$ cat src/rtl/dpw_pkg.sv
/*
  Package for the dual PWM block: register indices, field positions,
  reset values, timer-select codes and the timer-input carrier.
  Assumes the shared period timers sit outside and feed count/match/prescale.
*/
`default_nettype none
package dpw_pkg;
  // Register indices on the plain register port
  localparam logic [2:0] ADDR_TSEL   = 3'h0;
  localparam logic [2:0] ADDR_A_CON  = 3'h1;
  localparam logic [2:0] ADDR_A_DCH  = 3'h2;
  localparam logic [2:0] ADDR_A_DCL  = 3'h3;
  localparam logic [2:0] ADDR_B_CON  = 3'h4;
  localparam logic [2:0] ADDR_B_DCH  = 3'h5;
  localparam logic [2:0] ADDR_B_DCL  = 3'h6;
  // Field positions
  localparam int CON_EN_BIT  = 7;
  localparam int CON_OUT_BIT = 5;
  localparam int CON_POL_BIT = 4;
  localparam int DCL_LSB_POS = 6;
  localparam int TSEL_A_POS  = 0;
  localparam int TSEL_B_POS  = 2;
  // Timer-select codes
  localparam logic [1:0] TSEL_RSVD = 2'h0;
  localparam logic [1:0] TSEL_TWO  = 2'h1;
  localparam logic [1:0] TSEL_FOUR = 2'h2;
  localparam logic [1:0] TSEL_SIX  = 2'h3;
  localparam logic [1:0] TSEL_RST  = TSEL_TWO;
  // Prescale codes of a period timer (factor 1, 4, 16)
  localparam logic [1:0] PRE_1  = 2'h0;
  localparam logic [1:0] PRE_4  = 2'h1;
  localparam logic [1:0] PRE_16 = 2'h2;
  localparam logic [9:0] DUTY_RST = 10'h000;
  localparam logic [7:0] ZERO8    = 8'h00;
  localparam int NUM_TMR = 3;

  // One shared period timer as seen by the PWM
  typedef struct packed {
    logic [7:0] count;     // Timer value
    logic       inc;       // One-cycle pulse: timer increments this cycle
    logic       match;     // Level: count equals period value
    logic [1:0] prescale;  // Prescale code
    logic [3:0] pre_cnt;   // Prescaler counter bits
  } dpw_tmr_type;

  typedef struct packed {
    logic       enable;
    logic       polarity;
    logic [9:0] duty;
  } dpw_chan_cfg_type;
endpackage
`default_nettype wire

$ cat src/rtl/dpw_top.sv
/*
  Dual 10-bit PWM with per-channel period-timer selection and registers.
  Assumes three period timers on mclk supply count, increment, match and
  prescale; pin routing and direction control live outside.
*/
// Our own choices: the strobed register port and the register offsets.
`default_nettype none
module dpw_top (
  // Clock and reset
  input  wire logic                 mclk,
  input  wire logic                 rstn,
  // Register port
  input  wire logic [2:0]           reg_addr,
  input  wire logic [7:0]           reg_wdata,
  input  wire logic                 reg_wr,
  input  wire logic                 reg_rd,
  output logic [7:0]                reg_rdata,
  // Period timers: index 0 two, 1 four, 2 six
  input  wire dpw_pkg::dpw_tmr_type tmr_two,
  input  wire dpw_pkg::dpw_tmr_type tmr_four,
  input  wire dpw_pkg::dpw_tmr_type tmr_six,
  // Channel outputs
  output logic                      chan_a_out,
  output logic                      chan_b_out
);
  logic [1:0] chan_a_timebase_sel_r;
  logic [1:0] chan_b_timebase_sel_r;
  logic       chan_a_enable_r;
  logic       chan_a_polarity_r;
  logic       chan_b_enable_r;
  logic       chan_b_polarity_r;
  logic [7:0] a_dch_r;
  logic [1:0] a_dcl_r;
  logic [7:0] b_dch_r;
  logic [1:0] b_dcl_r;
  logic [1:0] clk_phase_r;
  logic [7:0] rdata_r;
  logic [7:0] rdata_nxt;

  ////////////////////////////////////////////////////////////////////////
  // Decode
  wire wr_tsel  = reg_wr & (reg_addr == dpw_pkg::ADDR_TSEL);
  wire wr_a_con = reg_wr & (reg_addr == dpw_pkg::ADDR_A_CON);
  wire wr_a_dch = reg_wr & (reg_addr == dpw_pkg::ADDR_A_DCH);
  wire wr_a_dcl = reg_wr & (reg_addr == dpw_pkg::ADDR_A_DCL);
  wire wr_b_con = reg_wr & (reg_addr == dpw_pkg::ADDR_B_CON);
  wire wr_b_dch = reg_wr & (reg_addr == dpw_pkg::ADDR_B_DCH);
  wire wr_b_dcl = reg_wr & (reg_addr == dpw_pkg::ADDR_B_DCL);

  ////////////////////////////////////////////////////////////////////////
  // Registers; only implemented bits are stored
  always_ff @(posedge mclk or negedge rstn) begin
    if (!rstn) begin
      chan_a_timebase_sel_r <= dpw_pkg::TSEL_RST;
      chan_b_timebase_sel_r <= dpw_pkg::TSEL_RST;
    end else if (wr_tsel) begin
      chan_a_timebase_sel_r <= reg_wdata[dpw_pkg::TSEL_A_POS +: 2];
      chan_b_timebase_sel_r <= reg_wdata[dpw_pkg::TSEL_B_POS +: 2];
    end
  end

  always_ff @(posedge mclk or negedge rstn) begin
    if (!rstn) begin
      chan_a_enable_r   <= 1'b0;
      chan_a_polarity_r <= 1'b0;
      chan_b_enable_r   <= 1'b0;
      chan_b_polarity_r <= 1'b0;
    end else begin
      if (wr_a_con) begin
        chan_a_enable_r   <= reg_wdata[dpw_pkg::CON_EN_BIT];
        chan_a_polarity_r <= reg_wdata[dpw_pkg::CON_POL_BIT];
      end
      if (wr_b_con) begin
        chan_b_enable_r   <= reg_wdata[dpw_pkg::CON_EN_BIT];
        chan_b_polarity_r <= reg_wdata[dpw_pkg::CON_POL_BIT];
      end
    end
  end

  // Duty is unknown/unchanged at reset in the part; zero here for determinism
  always_ff @(posedge mclk or negedge rstn) begin
    if (!rstn) begin
      a_dch_r <= dpw_pkg::ZERO8;
      a_dcl_r <= 2'h0;
      b_dch_r <= dpw_pkg::ZERO8;
      b_dcl_r <= 2'h0;
    end else begin
      if (wr_a_dch) a_dch_r <= reg_wdata;
      if (wr_a_dcl) a_dcl_r <= reg_wdata[dpw_pkg::DCL_LSB_POS +: 2];
      if (wr_b_dch) b_dch_r <= reg_wdata;
      if (wr_b_dcl) b_dcl_r <= reg_wdata[dpw_pkg::DCL_LSB_POS +: 2];
    end
  end

  // Free-running clock phase gives the low time-base bits at prescale 1
  always_ff @(posedge mclk or negedge rstn) begin
    if (!rstn) clk_phase_r <= 2'h0;
    else       clk_phase_r <= clk_phase_r + 2'h1;
  end

  ////////////////////////////////////////////////////////////////////////
  // Timer selection; reserved code gives an idle time base
  function automatic dpw_pkg::dpw_tmr_type pick(input logic [1:0] sel,
      input dpw_pkg::dpw_tmr_type t2, input dpw_pkg::dpw_tmr_type t4,
      input dpw_pkg::dpw_tmr_type t6);
    dpw_pkg::dpw_tmr_type r;
    r = '0;
    case (sel)
      dpw_pkg::TSEL_TWO:  r = t2;
      dpw_pkg::TSEL_FOUR: r = t4;
      dpw_pkg::TSEL_SIX:  r = t6;
      default:            r = '0;
    endcase
    return r;
  endfunction

  wire dpw_pkg::dpw_tmr_type tmr_a =
    pick(chan_a_timebase_sel_r, tmr_two, tmr_four, tmr_six);
  wire dpw_pkg::dpw_tmr_type tmr_b =
    pick(chan_b_timebase_sel_r, tmr_two, tmr_four, tmr_six);

  wire dpw_pkg::dpw_chan_cfg_type cfg_a =
    '{enable: chan_a_enable_r, polarity: chan_a_polarity_r, duty: {a_dch_r, a_dcl_r}};
  wire dpw_pkg::dpw_chan_cfg_type cfg_b =
    '{enable: chan_b_enable_r, polarity: chan_b_polarity_r, duty: {b_dch_r, b_dcl_r}};

  dpw_channel u_chan_a (
    .mclk      (mclk),
    .rstn      (rstn),
    .cfg       (cfg_a),
    .tmr       (tmr_a),
    .clk_phase (clk_phase_r),
    .pwm_out   (chan_a_out)
  );

  dpw_channel u_chan_b (
    .mclk      (mclk),
    .rstn      (rstn),
    .cfg       (cfg_b),
    .tmr       (tmr_b),
    .clk_phase (clk_phase_r),
    .pwm_out   (chan_b_out)
  );

  ////////////////////////////////////////////////////////////////////////
  // Read mux; level readback shows the live channel output
  wire chan_a_level_readback = chan_a_out;
  wire chan_b_level_readback = chan_b_out;
  wire [7:0] con_a = {chan_a_enable_r, 1'b0, chan_a_level_readback, chan_a_polarity_r, 4'h0};
  wire [7:0] con_b = {chan_b_enable_r, 1'b0, chan_b_level_readback, chan_b_polarity_r, 4'h0};

  always_comb begin
    case (reg_addr)
      dpw_pkg::ADDR_TSEL:  rdata_nxt = {4'h0, chan_b_timebase_sel_r, chan_a_timebase_sel_r};
      dpw_pkg::ADDR_A_CON: rdata_nxt = con_a;
      dpw_pkg::ADDR_A_DCH: rdata_nxt = a_dch_r;
      dpw_pkg::ADDR_A_DCL: rdata_nxt = {a_dcl_r, 6'h00};
      dpw_pkg::ADDR_B_CON: rdata_nxt = con_b;
      dpw_pkg::ADDR_B_DCH: rdata_nxt = b_dch_r;
      dpw_pkg::ADDR_B_DCL: rdata_nxt = {b_dcl_r, 6'h00};
      default:             rdata_nxt = dpw_pkg::ZERO8;
    endcase
  end

  // Read data valid only in the cycle after the strobe
  always_ff @(posedge mclk or negedge rstn) begin
    if (!rstn)       rdata_r <= dpw_pkg::ZERO8;
    else if (reg_rd) rdata_r <= rdata_nxt;
    else             rdata_r <= dpw_pkg::ZERO8;
  end

  assign reg_rdata = rdata_r;
endmodule
`default_nettype wire

$ cat src/rtl/dpw_channel.sv
/*
  One PWM channel: duty double buffer, 10-bit comparator, output polarity.
  Assumes the selected timer struct is already chosen and on mclk.
*/
`default_nettype none
module dpw_channel (
  // Clock and reset
  input  wire logic                      mclk,
  input  wire logic                      rstn,
  // Configuration and time base
  input  wire dpw_pkg::dpw_chan_cfg_type cfg,
  input  wire dpw_pkg::dpw_tmr_type      tmr,
  input  wire logic [1:0]                clk_phase,
  // Output
  output logic                           pwm_out
);
  logic [9:0] duty_r;
  logic       active_r;
  logic [1:0] low_bits;
  logic [9:0] time_base;
  logic       reload;
  logic       reach;

  // Two low bits: clock phase at prescale 1, else prescaler bits
  assign low_bits  = (tmr.prescale == dpw_pkg::PRE_1)  ? clk_phase :
                     (tmr.prescale == dpw_pkg::PRE_4)  ? tmr.pre_cnt[1:0] :
                                                          tmr.pre_cnt[3:2];
  assign time_base = {tmr.count, low_bits};
  assign reload    = tmr.inc & tmr.match;
  assign reach     = (time_base >= duty_r);

  ////////////////////////////////////////////////////////////////////////
  always_ff @(posedge mclk or negedge rstn) begin
    if (!rstn) begin
      duty_r   <= dpw_pkg::DUTY_RST;
      active_r <= 1'b0;
    end else if (reload) begin
      duty_r   <= cfg.duty;
      active_r <= (cfg.duty != dpw_pkg::DUTY_RST);
    end else if (reach) begin
      active_r <= 1'b0;
    end
  end

  // Disabled channel sits at the idle level set by polarity
  assign pwm_out = (cfg.enable & active_r) ^ cfg.polarity;
endmodule
`default_nettype wire

$ cat config.mk
export PLATFORM = sky130hd
export DESIGN_NAME = dpw_top
export DESIGN_NICKNAME = d
export VERILOG_FILES = /design/src/rtl/dpw_pkg.sv /design/src/rtl/dpw_top.sv /design/src/rtl/dpw_channel.sv
export SDC_FILE = /design/constraint.sdc
export NUM_CORES = 1
export LEC_CHECK = 0
export BUFFER_PORTS_ARGS = -buffer_cell sky130_fd_sc_hd__buf_4
export CELL_PAD_IN_SITES_DETAIL_PLACEMENT = 1
export CELL_PAD_IN_SITES_GLOBAL_PLACEMENT = 2
export CORE_ASPECT_RATIO = 1.1
export CORE_MARGIN = 2
export CORE_UTILIZATION = 38
export DETAILED_ROUTE_END_ITERATION = 6
export PLACE_DENSITY_LB_ADDON = 0.3
export SYNTH_ARGS = -nofsm -noshare
export SYNTH_HDL_FRONTEND = slang
export SYNTH_SLANG_ARGS = --single-unit
$ cat constraint.sdc
create_clock -name mclk -period 4.6 [get_ports mclk]
set_input_delay 0.92 -clock mclk [delete_from_list [all_inputs] [get_ports mclk]]
set_output_delay 0.92 -clock mclk [all_outputs]
set_load 0.02 [all_outputs]
==> results.txt, run 1 <==
----------------------------------------------------
[Run status]
  Status ... finished, final reports clean

[Clock tree]
  TritonCTS clock tree ... built
  Largest buffer count on any clock path ... 2
  Maximum level of the CTS H-tree ... 3
  CTS Buf Count ... 9
  Number of cells upsized or downsized after cts ... 0
  Number of clock sinks ... 60
  Clk Tree Root Cell ... sky130_fd_sc_hd__clkbuf_8
  Source-to-sink clock delay at the later pin of the worst-skew pair ... 0.35 ns
  Clock transition time at the flip-flop clock pins of the worst setup and hold paths ... 0.06 ns
  Total setup buffers inserted after CTS ... 0
  CTS Hold Bufs ... 0

[STA]
  Setup Total Neg Slack ... 0 ns
  Setup repair after global routing missed its margin ... false
  Final setup violating endpoints ... 0
  Fmax achieved ... approximately 0.32 GHz
  Worst Setup Slack, final ... about 1.5 ns
  Final worst-path cycle share ... between 60% and 70%
  Number of max-slew violations in the final report ... 0
  Final hold viol count ... 0
  Worst clock skew ... ~0.009 ns
  Worst relative slew slack ... around half
  Final critical delay including setup and external delays ... 3.12 ns
  Worst Tran Pin Value ... roughly 0.77 ns

[Worst setup path]
  Required @ worst endpoint ... 4.84 ns
  Minimum setup slack among reg-to-reg paths ... between 1 and 1.5 ns
  Endpoint of the lowest-slack register-to-register path ... u_chan_b.active_r
  Worst Path Class, Setup ... flip-flop to flip-flop
  Logic depth of the worst register-to-register path ... 10
  Setup crit start kind ... flip-flop
  Startpoint of the worst-slack reg-to-reg timing path ... chan_b_timebase_sel_r[0]
  Signal arrival time at the worst endpoint ... ~3.4 ns
  Crit path capture type ... flip-flop
  Worst-path maximum fanout ... 22

[Place]
  Post-placement cell count ... 530
  Post-placement worst setup slack ... 1.47 ns
  Placed cell area ... 4400 um^2
  Detailed placer's ending HPWL ... between 8 and 9 mm
  Number of I/O port buffers ... 72
  Routability congestion estimate from global placement ... roughly 0.83

[Drt]
  Total DRC errors in the routed layout ... 0
  Count of antenna-violating nets left after detailed routing ... 0
  Per-cell routed wire length ... between 15 and 20 um
  DR vias ... 3014
  First-iteration detailed-routing DRC count ... between 50 and 60
  Number of iterations in the first detailed-routing pass ... 4
  Final wirelength ... between 10 and 15 mm
  Detailed-route vias per instance ... 5.54

[Die]
  Row count ... 38
  Floorplan Core Area ... about 9800 um^2
  Starting density of the core ... between 30% and 40%
  Y dimension of the die ... around 110 um
  # IOs ... between 70 and 80
  Die W ... 99.6 um
  Die area ... around 11000 um^2

[Logic synthesis]
  Post-Synthesis Cells ... ~360
  Number of synthesis warnings ... 0
  Dominant synthesized flop cell ... sky130_fd_sc_hd__dfrtp_1
  Flop and latch count out of synthesis ... 60
  Cell with the most instances after synthesis ... sky130_fd_sc_hd__dfrtp_1
  Top cells by count, synth ... 58 x sky130_fd_sc_hd__dfrtp_1, 48 x sky130_fd_sc_hd__mux2_2, 29 x sky130_fd_sc_hd__nand2_1, 22 x sky130_fd_sc_hd__o21ai_0, 21 x sky130_fd_sc_hd__a22o_1
  Largest area contributor in the synthesized netlist ... sky130_fd_sc_hd__dfrtp_1
  Share of flip-flops with an asynchronous set or reset ... 100%
  Portion of the post-synthesis area used by sequential elements ... slightly below 40%
  Combined area of all synthesized cells ... 3820 um^2
  Leading post-synthesis cells by cell area ... sky130_fd_sc_hd__dfrtp_1 38%, sky130_fd_sc_hd__mux2_2 14%, sky130_fd_sc_hd__ha_1 6.6%, sky130_fd_sc_hd__a22o_1 4.8%, sky130_fd_sc_hd__mux2_4 4.3%
  Number of synthesized flops with an enable pin ... 0
  Share of the synthesized area in the top cell type ... a little under two fifths
  Syn nets ... 440
  Distinct cells, synth ... 53
  Synthesized area per cell ... 10.7 um^2

[GRT]
  Number of global-route vias before repair ... about 3300
  Largest net degree at the start of global routing ... 61
  Initial antenna violation count ... 0
  Total global routing track utilization ... 21.3%
  First-pass GRT wire length ... ~18 mm
  Total grt overflow ... 0

[Power]
  Total power per unit cell area ... approximately 450 nW/um^2
  Fraction of power consumed by sequential logic ... about two fifths
  Leak ... 0.00208 uW
  Worst voltage drop across the vdd grid ... around 200 uV
  Proportion of power drawn by the clock network ... 20.9%
  Sum of internal, switching and leakage power ... ~2100 uW
  Comb pwr share ... 39.7%
  Switching component of the power ... 751 uW
  Net Sw Frac ... a little over a third
  Internal power of the cells ... between 1000 and 1500 uW

[Min path]
  Endpoint with the worst hold slack ... clk_phase_r[0]
  Worst Min Path Start ... clk_phase_r[0]
  Kind of path behind the tightest hold check ... flip-flop to flip-flop
  Hold path cells ... 1

[Finish]
  Final layout net count ... ~500
  Number of fill cells in the layout ... about 1100
  Share of final-layout standard cells stronger than drive strength 1 ... a little under two fifths
  Post-route cell area ... ~4600 um^2
  Fin cells ... 544
  Number of diodes ... 0
  Area delta synth->final ... 20.0%
  Total area of multi-input combinational cells ... roughly 2100 um^2
  Storage element area ... roughly 1500 um^2

[Run]
  Count of max-cap constraint violations ... 0

----------------------------------------------------
[flip-flops by register name, summed over array words and instances (netlist names)]
register	flops
u_chan_a.duty_r	10
u_chan_b.duty_r	10
a_dch_r	8
b_dch_r	8
reg_rdata	8
a_dcl_r	2
b_dcl_r	2
chan_a_timebase_sel_r	2
chan_b_timebase_sel_r	2
clk_phase_r	2
chan_a_enable_r	1
chan_a_polarity_r	1
chan_b_enable_r	1
chan_b_polarity_r	1
u_chan_a.active_r	1
u_chan_b.active_r	1
[final cells by class]
| cell class | instances | area share [%] |
|---|---|---|
| Multi-Input combinational cell | 257 | 46.4 |
| Sequential cell | 60 | 32.8 |
| Timing Repair Buffer | 73 | 12.0 |
| Clock buffer | 12 | 3.61 |
| Tap cell | 120 | 3.28 |
| Inverter | 20 | 1.64 |
| Clock inverter | 2 | 0.219 |
[power groups by stage]
| stage | clock, uW | sequential [uW] | combinational, uW |
|---|---|---|---|
| 2_1_floorplan | 0 | 760 | 628 |
| 3_3_place_gp | 0 | 826 | 800 |
| 3_5_place_dp | 0 | 832 | 831 |
| 4_1_cts | 447 | 824 | 839 |
| 5_1_grt | 469 | 846 | 940 |
| 6_report | 435 | 819 | 826 |
[cells in the final DEF (no fill, tap or decap), drive strengths merged, types with 5 or more instances in the layout]
master / n
nor3: 6
nor2: 8
a22oi: 12
o21ai: 26
a21oi: 10
inv: 20
nand3: 6
ha: 20
a22o: 22
buf: 73
dfrtp: 58
and2: 5
nor2b: 8
mux2: 63
clkbuf: 12
nand2: 29
[layer usage]
metal	wire [um]	track usage (%)	vias up
li1	-	-	1441
met2	5210	36.5	74
met1	4790	26.8	1480
met3	434	3.53	19
met4	278	8.90	0
met5	0	0	-
[worst max-delay path: stages (launching register included)]
cell	delay [ns]
sky130_fd_sc_hd__dfstp_2	0.83
sky130_fd_sc_hd__nor2b_2	0.62
sky130_fd_sc_hd__a22oi_1	0.23
sky130_fd_sc_hd__nor3_1	0.24
sky130_fd_sc_hd__a221oi_1	0.08
sky130_fd_sc_hd__ha_1	0.28
sky130_fd_sc_hd__nand2b_1	0.09
sky130_fd_sc_hd__a21oi_1	0.07
sky130_fd_sc_hd__o221ai_1	0.21
sky130_fd_sc_hd__nand4_1	0.13
sky130_fd_sc_hd__a32o_1	0.23
[cells by family (layout without fill, tap and decap cells)]
family	Yosys count	in the layout	synth area share [%]
AO/OA/AOI/OAI	85	85	15.8
XOR/XNOR	3	3	0.689
adder cells (fa/ha/maj)	20	20	6.56
buffers and inverters	40	107	4.85
flip-flops	60	60	39.4
multiplexers	66	66	20.5
AND/OR/NAND/NOR	83	83	12.2
[stage by stage]
| step | util, % | hold slack [ns] |
|---|---|---|
| detailed placement | 44.7 | 0.497 |
| finish | 46.5 | 0.498 |
| CTS | 46.5 | 0.510 |
| floorplan | - | 0.454 |
| global route | 46.5 | 0.528 |
| global placement | 44.7 | 0.488 |
[worst max path at each step]
stage | from | to | slack, ns | cells past startpoint
2_1_floorplan | tmr_four[5] | u_chan_b.active_r | 1.91 | 10
3_3_place_gp | chan_b_timebase_sel_r[0] | u_chan_b.active_r | 1.64 | 10
3_5_place_dp | chan_b_timebase_sel_r[0] | u_chan_b.active_r | 1.47 | 10
4_1_cts | chan_b_timebase_sel_r[0] | u_chan_b.active_r | 1.46 | 10
5_1_grt | chan_b_timebase_sel_r[0] | u_chan_b.active_r | 1.21 | 10
6_report | chan_b_timebase_sel_r[0] | u_chan_b.active_r | 1.48 | 10
(Power assumes the default switching activity.)
==> run 2: changes to the inputs <==
--- a/config.mk
+++ b/config.mk
@@ -5,12 +5,13 @@
 export SDC_FILE = /design/constraint.sdc
 export NUM_CORES = 1
 export LEC_CHECK = 0
+export ABC_AREA = 1
 export BUFFER_PORTS_ARGS = -buffer_cell sky130_fd_sc_hd__buf_4
 export CELL_PAD_IN_SITES_DETAIL_PLACEMENT = 1
 export CELL_PAD_IN_SITES_GLOBAL_PLACEMENT = 2
 export CORE_ASPECT_RATIO = 1.1
 export CORE_MARGIN = 2
-export CORE_UTILIZATION = 38
+export CORE_UTILIZATION = 29
 export DETAILED_ROUTE_END_ITERATION = 6
 export PLACE_DENSITY_LB_ADDON = 0.3
 export SYNTH_ARGS = -nofsm -noshare
==> constraint.sdc (replaced) <==
create_clock -name mclk -period 2.61 [get_ports mclk]
set_input_delay 0.522 -clock mclk [delete_from_list [all_inputs] [get_ports mclk]]
set_output_delay 0.522 -clock mclk [all_outputs]
set_load 0.02 [all_outputs]
==> results.txt, run 2 <==
----------------------------------------------------
[Clock tree]
  Number of cells upsized or downsized after cts ... 0 (unchanged)
  Clock transition time at the flip-flop clock pins of the worst setup and hold paths ... 0.05 ns (was 0.06 ns)
  Source-to-sink clock delay at the later pin of the worst-skew pair ... 0.33 ns (was 0.35 ns)
  Number of clock sinks ... 60 (unchanged)
  Maximum level of the CTS H-tree ... 3 (unchanged)
  CTS Buf Count ... 9 (unchanged)
  CTS Hold Bufs ... 0 (unchanged)
  Largest buffer count on any clock path ... 2 (unchanged)
  TritonCTS clock tree ... built (unchanged)
  Clk Tree Root Cell ... sky130_fd_sc_hd__clkbuf_16 (was sky130_fd_sc_hd__clkbuf_8)
  Total setup buffers inserted after CTS ... 0 (unchanged)

[Place]
  Placed cell area ... 4710 um^2 (was 4400 um^2)
  Post-placement cell count ... 786 (was 530)
  Number of I/O port buffers ... 72 (unchanged)
  Routability congestion estimate from global placement ... 0.850 (was 0.833)
  Detailed placer's ending HPWL ... 10.7 mm (was 8.19 mm)

[Power]
  Switching component of the power ... 1600 uW (was 751 uW)
  Internal power of the cells ... 2590 uW (was 1330 uW)
  Proportion of power drawn by the clock network ... 28.7% (was 20.9%)
  Leak ... 0.00262 uW (was 0.00208 uW)
  Comb pwr share ... 38.3% (was 39.7%)
  Total power per unit cell area ... 836 nW/um^2 (was 454 nW/um^2)
  Net Sw Frac ... 38.2% (was 36.1%)
  Fraction of power consumed by sequential logic ... 33.0% (was 39.4%)
  Worst voltage drop across the vdd grid ... 455 uV (was 196 uV)

[Finish]
  Post-route cell area ... 5020 um^2 (was 4580 um^2)
  Share of final-layout standard cells stronger than drive strength 1 ... 25.9% (was 37.0%)
  Final layout net count ... 692 (was 504)
  Most common library cell in the layout ignoring fill and taps ... sky130_fd_sc_hd__nand2_1 (was sky130_fd_sc_hd__buf_4)
  Number of fill cells in the layout ... 1719 (was 1108)
  Most used cells in the layout excluding fill and tap cells ... 162 x sky130_fd_sc_hd__nand2_1, 85 x sky130_fd_sc_hd__inv_1, 74 x sky130_fd_sc_hd__buf_4 (was 73 x sky130_fd_sc_hd__buf_4, 58 x sky130_fd_sc_hd__dfrtp_1, 48 x sky130_fd_sc_hd__mux2_2)
  Registers with the most flip-flops ... u_chan_a.duty_r: 10 flops, u_chan_b.duty_r: 10 flops (unchanged)
  Number of diodes ... 0 (unchanged)
  Fin cells ... 802 (was 544)
  Area delta synth->final ... 24.3% (was 20.0%)

[Worst setup path]
  Cell with the largest stage delay on the worst path ... sky130_fd_sc_hd__dfrtp_1 (was sky130_fd_sc_hd__dfstp_2)
  Worst Path Class, Setup ... flip-flop to flip-flop (unchanged)
  Worst-path maximum fanout ... 11 (was 22)
  Logic depth of the worst register-to-register path ... 13 (was 10)
  Required @ worst endpoint ... 2.86 ns (was 4.84 ns)
  Minimum setup slack among reg-to-reg paths ... 0.25 ns (was 1.48 ns)
  Crit path capture type ... flip-flop (unchanged)
  Critical Path, Cell by Cell ... inv_2 > nor2_2 > buf_4 > inv_1 > o221ai_1 > ha_1 > nand2_1 > inv_1 > a21oi_1 > nand2_1 > nand2_1 > nand2_1 > a21oi_2 (was nor2b_2 > a22oi_1 > nor3_1 > a221oi_1 > ha_1 > nand2b_1 > a21oi_1 > o221ai_1 > nand4_1 > a32o_1)
  Setup crit start kind ... flip-flop (unchanged)
  Critical path's most frequent cell ... sky130_fd_sc_hd__nand2_1
  Slowest cell delay on critical path ... 0.51 ns (was 0.83 ns)
  Signal arrival time at the worst endpoint ... 2.61 ns (was 3.36 ns)

[STA]
  Final setup violating endpoints ... 0 (unchanged)
  Worst relative slew slack ... 47.4% (was 48.7%)
  Final hold viol count ... 0 (unchanged)
  Final worst-path cycle share ... 90.3% (was 67.9%)
  Worst clock skew ... 0.00779 ns (was 0.00905 ns)
  Worst Tran Pin Value ... 0.789 ns (was 0.769 ns)
  Setup Total Neg Slack ... 0 ns (unchanged)
  Setup repair after global routing missed its margin ... false (unchanged)
  Fmax achieved ... 0.424 GHz (was 0.320 GHz)
  Final critical delay including setup and external delays ... 2.36 ns (was 3.12 ns)
  Number of max-slew violations in the final report ... 0 (unchanged)

[Drt]
  Detailed-route vias per instance ... 4.64 (was 5.54)
  DR vias ... 3720 (was 3014)
  Per-cell routed wire length ... 16.5 um (was 19.7 um)
  Count of antenna-violating nets left after detailed routing ... 0 (unchanged)
  First-iteration detailed-routing DRC count ... 176 (was 51)
  Number of iterations in the first detailed-routing pass ... 4 (unchanged)
  Total DRC errors in the routed layout ... 0 (unchanged)
  Final wirelength ... 13.2 mm (was 10.7 mm)

[Logic synthesis]
  Syn nets ... 618 (was 440)
  Synthesized area per cell ... 7.54 um^2 (was 10.7 um^2)
  Number of synthesis warnings ... 0 (unchanged)
  Combined area of all synthesized cells ... 4040 um^2 (was 3820 um^2)
  Share of the synthesized area in the top cell type ... 36.0% (was 38.0%)
  Distinct cells, synth ... 29 (was 53)
  Dominant synthesized flop cell ... sky130_fd_sc_hd__dfrtp_1 (unchanged)
  Top cells by count, synth ... 162 x sky130_fd_sc_hd__nand2_1, 85 x sky130_fd_sc_hd__inv_1, 58 x sky130_fd_sc_hd__dfrtp_1, 36 x sky130_fd_sc_hd__nor2_1, 26 x sky130_fd_sc_hd__o21ai_2 (was 58 x sky130_fd_sc_hd__dfrtp_1, 48 x sky130_fd_sc_hd__mux2_2, 29 x sky130_fd_sc_hd__nand2_1, 22 x sky130_fd_sc_hd__o21ai_0, 21 x sky130_fd_sc_hd__a22o_1)
  Leading post-synthesis cells by cell area ... sky130_fd_sc_hd__dfrtp_1 36%, sky130_fd_sc_hd__nand2_1 15%, sky130_fd_sc_hd__inv_1 7.9%, sky130_fd_sc_hd__ha_1 6.2%, sky130_fd_sc_hd__o21ai_2 5.6% (was sky130_fd_sc_hd__dfrtp_1 38%, sky130_fd_sc_hd__mux2_2 14%, sky130_fd_sc_hd__ha_1 6.6%, sky130_fd_sc_hd__a22o_1 4.8%, sky130_fd_sc_hd__mux2_4 4.3%)
  Portion of the post-synthesis area used by sequential elements ... 37.3% (was 39.4%)
  Largest area contributor in the synthesized netlist ... sky130_fd_sc_hd__dfrtp_1 (unchanged)
  Flop and latch count out of synthesis ... 60 (unchanged)
  Cell with the most instances after synthesis ... sky130_fd_sc_hd__nand2_1 (was sky130_fd_sc_hd__dfrtp_1)
  Post-Synthesis Cells ... 535 (was 357)
  Share of flip-flops with an asynchronous set or reset ... 100% (unchanged)
  Number of synthesized flops with an enable pin ... 0 (unchanged)

[GRT]
  Largest net degree at the start of global routing ... 61 (unchanged)
  Total global routing track utilization ... 18.5% (was 21.3%)
  Number of global-route vias before repair ... 3900 (was 3313)
  First-pass GRT wire length ... 20.7 mm (was 17.8 mm)
  Initial antenna violation count ... 0 (unchanged)
  Total grt overflow ... 0 (unchanged)

[Run status]
  Status ... finished, final reports clean (unchanged)

[Die]
  # IOs ... 73 (unchanged)
  Starting density of the core ... 29.5% (was 38.8%)
  Row count ... 45 (was 38)
  Die area ... 14900 um^2 (was 10900 um^2)
  Floorplan Core Area ... 13700 um^2 (was 9840 um^2)
  Die W ... 116 um (was 99.6 um)
  Y dimension of the die ... 128 um (was 109 um)

[Min path]
  Kind of path behind the tightest hold check ... primary input to async pin (was flip-flop to flip-flop)

[Run]
  Count of max-cap constraint violations ... 0 (unchanged)

----------------------------------------------------
==> run 2: power groups by stage <==
stage               sequential, uW  combinational [uW]  clock [uW]
floorplan                     1320                1190           0
finish                        1380                1610        1200
global placement              1400                1580           0
detailed placement            1400                1640           0
global route                  1420                1840        1270
CTS                           1390                1640        1220
==> run 2: path summary, 6_finish.rpt <==
check	from	end
min in group mclk	clk_phase_r[0]	clk_phase_r[1]
hold reg to reg	clk_phase_r[0]	clk_phase_r[1]
hold / removal	rstn	reg_rdata[3]
setup reg to reg	chan_b_timebase_sel_r[1]	u_chan_b.active_r
max in group asynchronous	rstn	b_dch_r[2]
setup / recovery	chan_b_timebase_sel_r[1]	u_chan_b.active_r
==> run 2: layout make-up <==
| type | instances | area [um^2] | area share (%) |
|---|---|---|---|
| clock buffers | 12 | 256 | 5.11 |
| clock inverters | 4 | 47.5 | 0.948 |
| inverters | 95 | 359 | 7.16 |
| multi-input cells | 369 | 2060 | 41.0 |
| flip-flops and latches | 60 | 1500 | 30.0 |
| well taps | 188 | 235 | 4.69 |
| repair buffers | 74 | 556 | 11.1 |
==> run 2: worst max-delay path: cells and delay by family (launching register included) <==
family / cells / cell delay, ns
compound gates: 3 / 0.60
fa+ha+maj: 1 / 0.31
buf+inv: 4 / 0.49
flops: 1 / 0.51
simple gates: 5 / 0.38
==> run 2: cells by family after synthesis <==
logic type	after synthesis	share of synthesized area (%)
adders and majority gates	20	6.20
xor gates and xnor gates	3	0.651
AOI/OAI and AO/OA	91	15.8
and+or+nand+nor	255	28.4
DFF	60	37.3
buffers and inverters	106	11.7
==> run 2: metal layers <==
layer	vias to the layer above	track usage (%)	wire [um]
li1	1857	-	-
met1	1761	24.3	6140
met2	84	31.0	6280
met3	18	3.59	558
met4	0	5.46	238
met5	-	0	0
==> run 2: stage by stage <==
stage          hold WS (ns)  util (%)  total power [uW]  setup WS [ns]
2_1_floorplan         0.226         -              2510          0.631
6_report              0.286      36.7              4200          0.254
5_1_grt               0.346      36.7              4530         0.0755
4_1_cts               0.314      36.7              4260          0.212
3_5_place_dp          0.454      34.4              3040          0.232
3_3_place_gp          0.446      34.4              2980          0.272
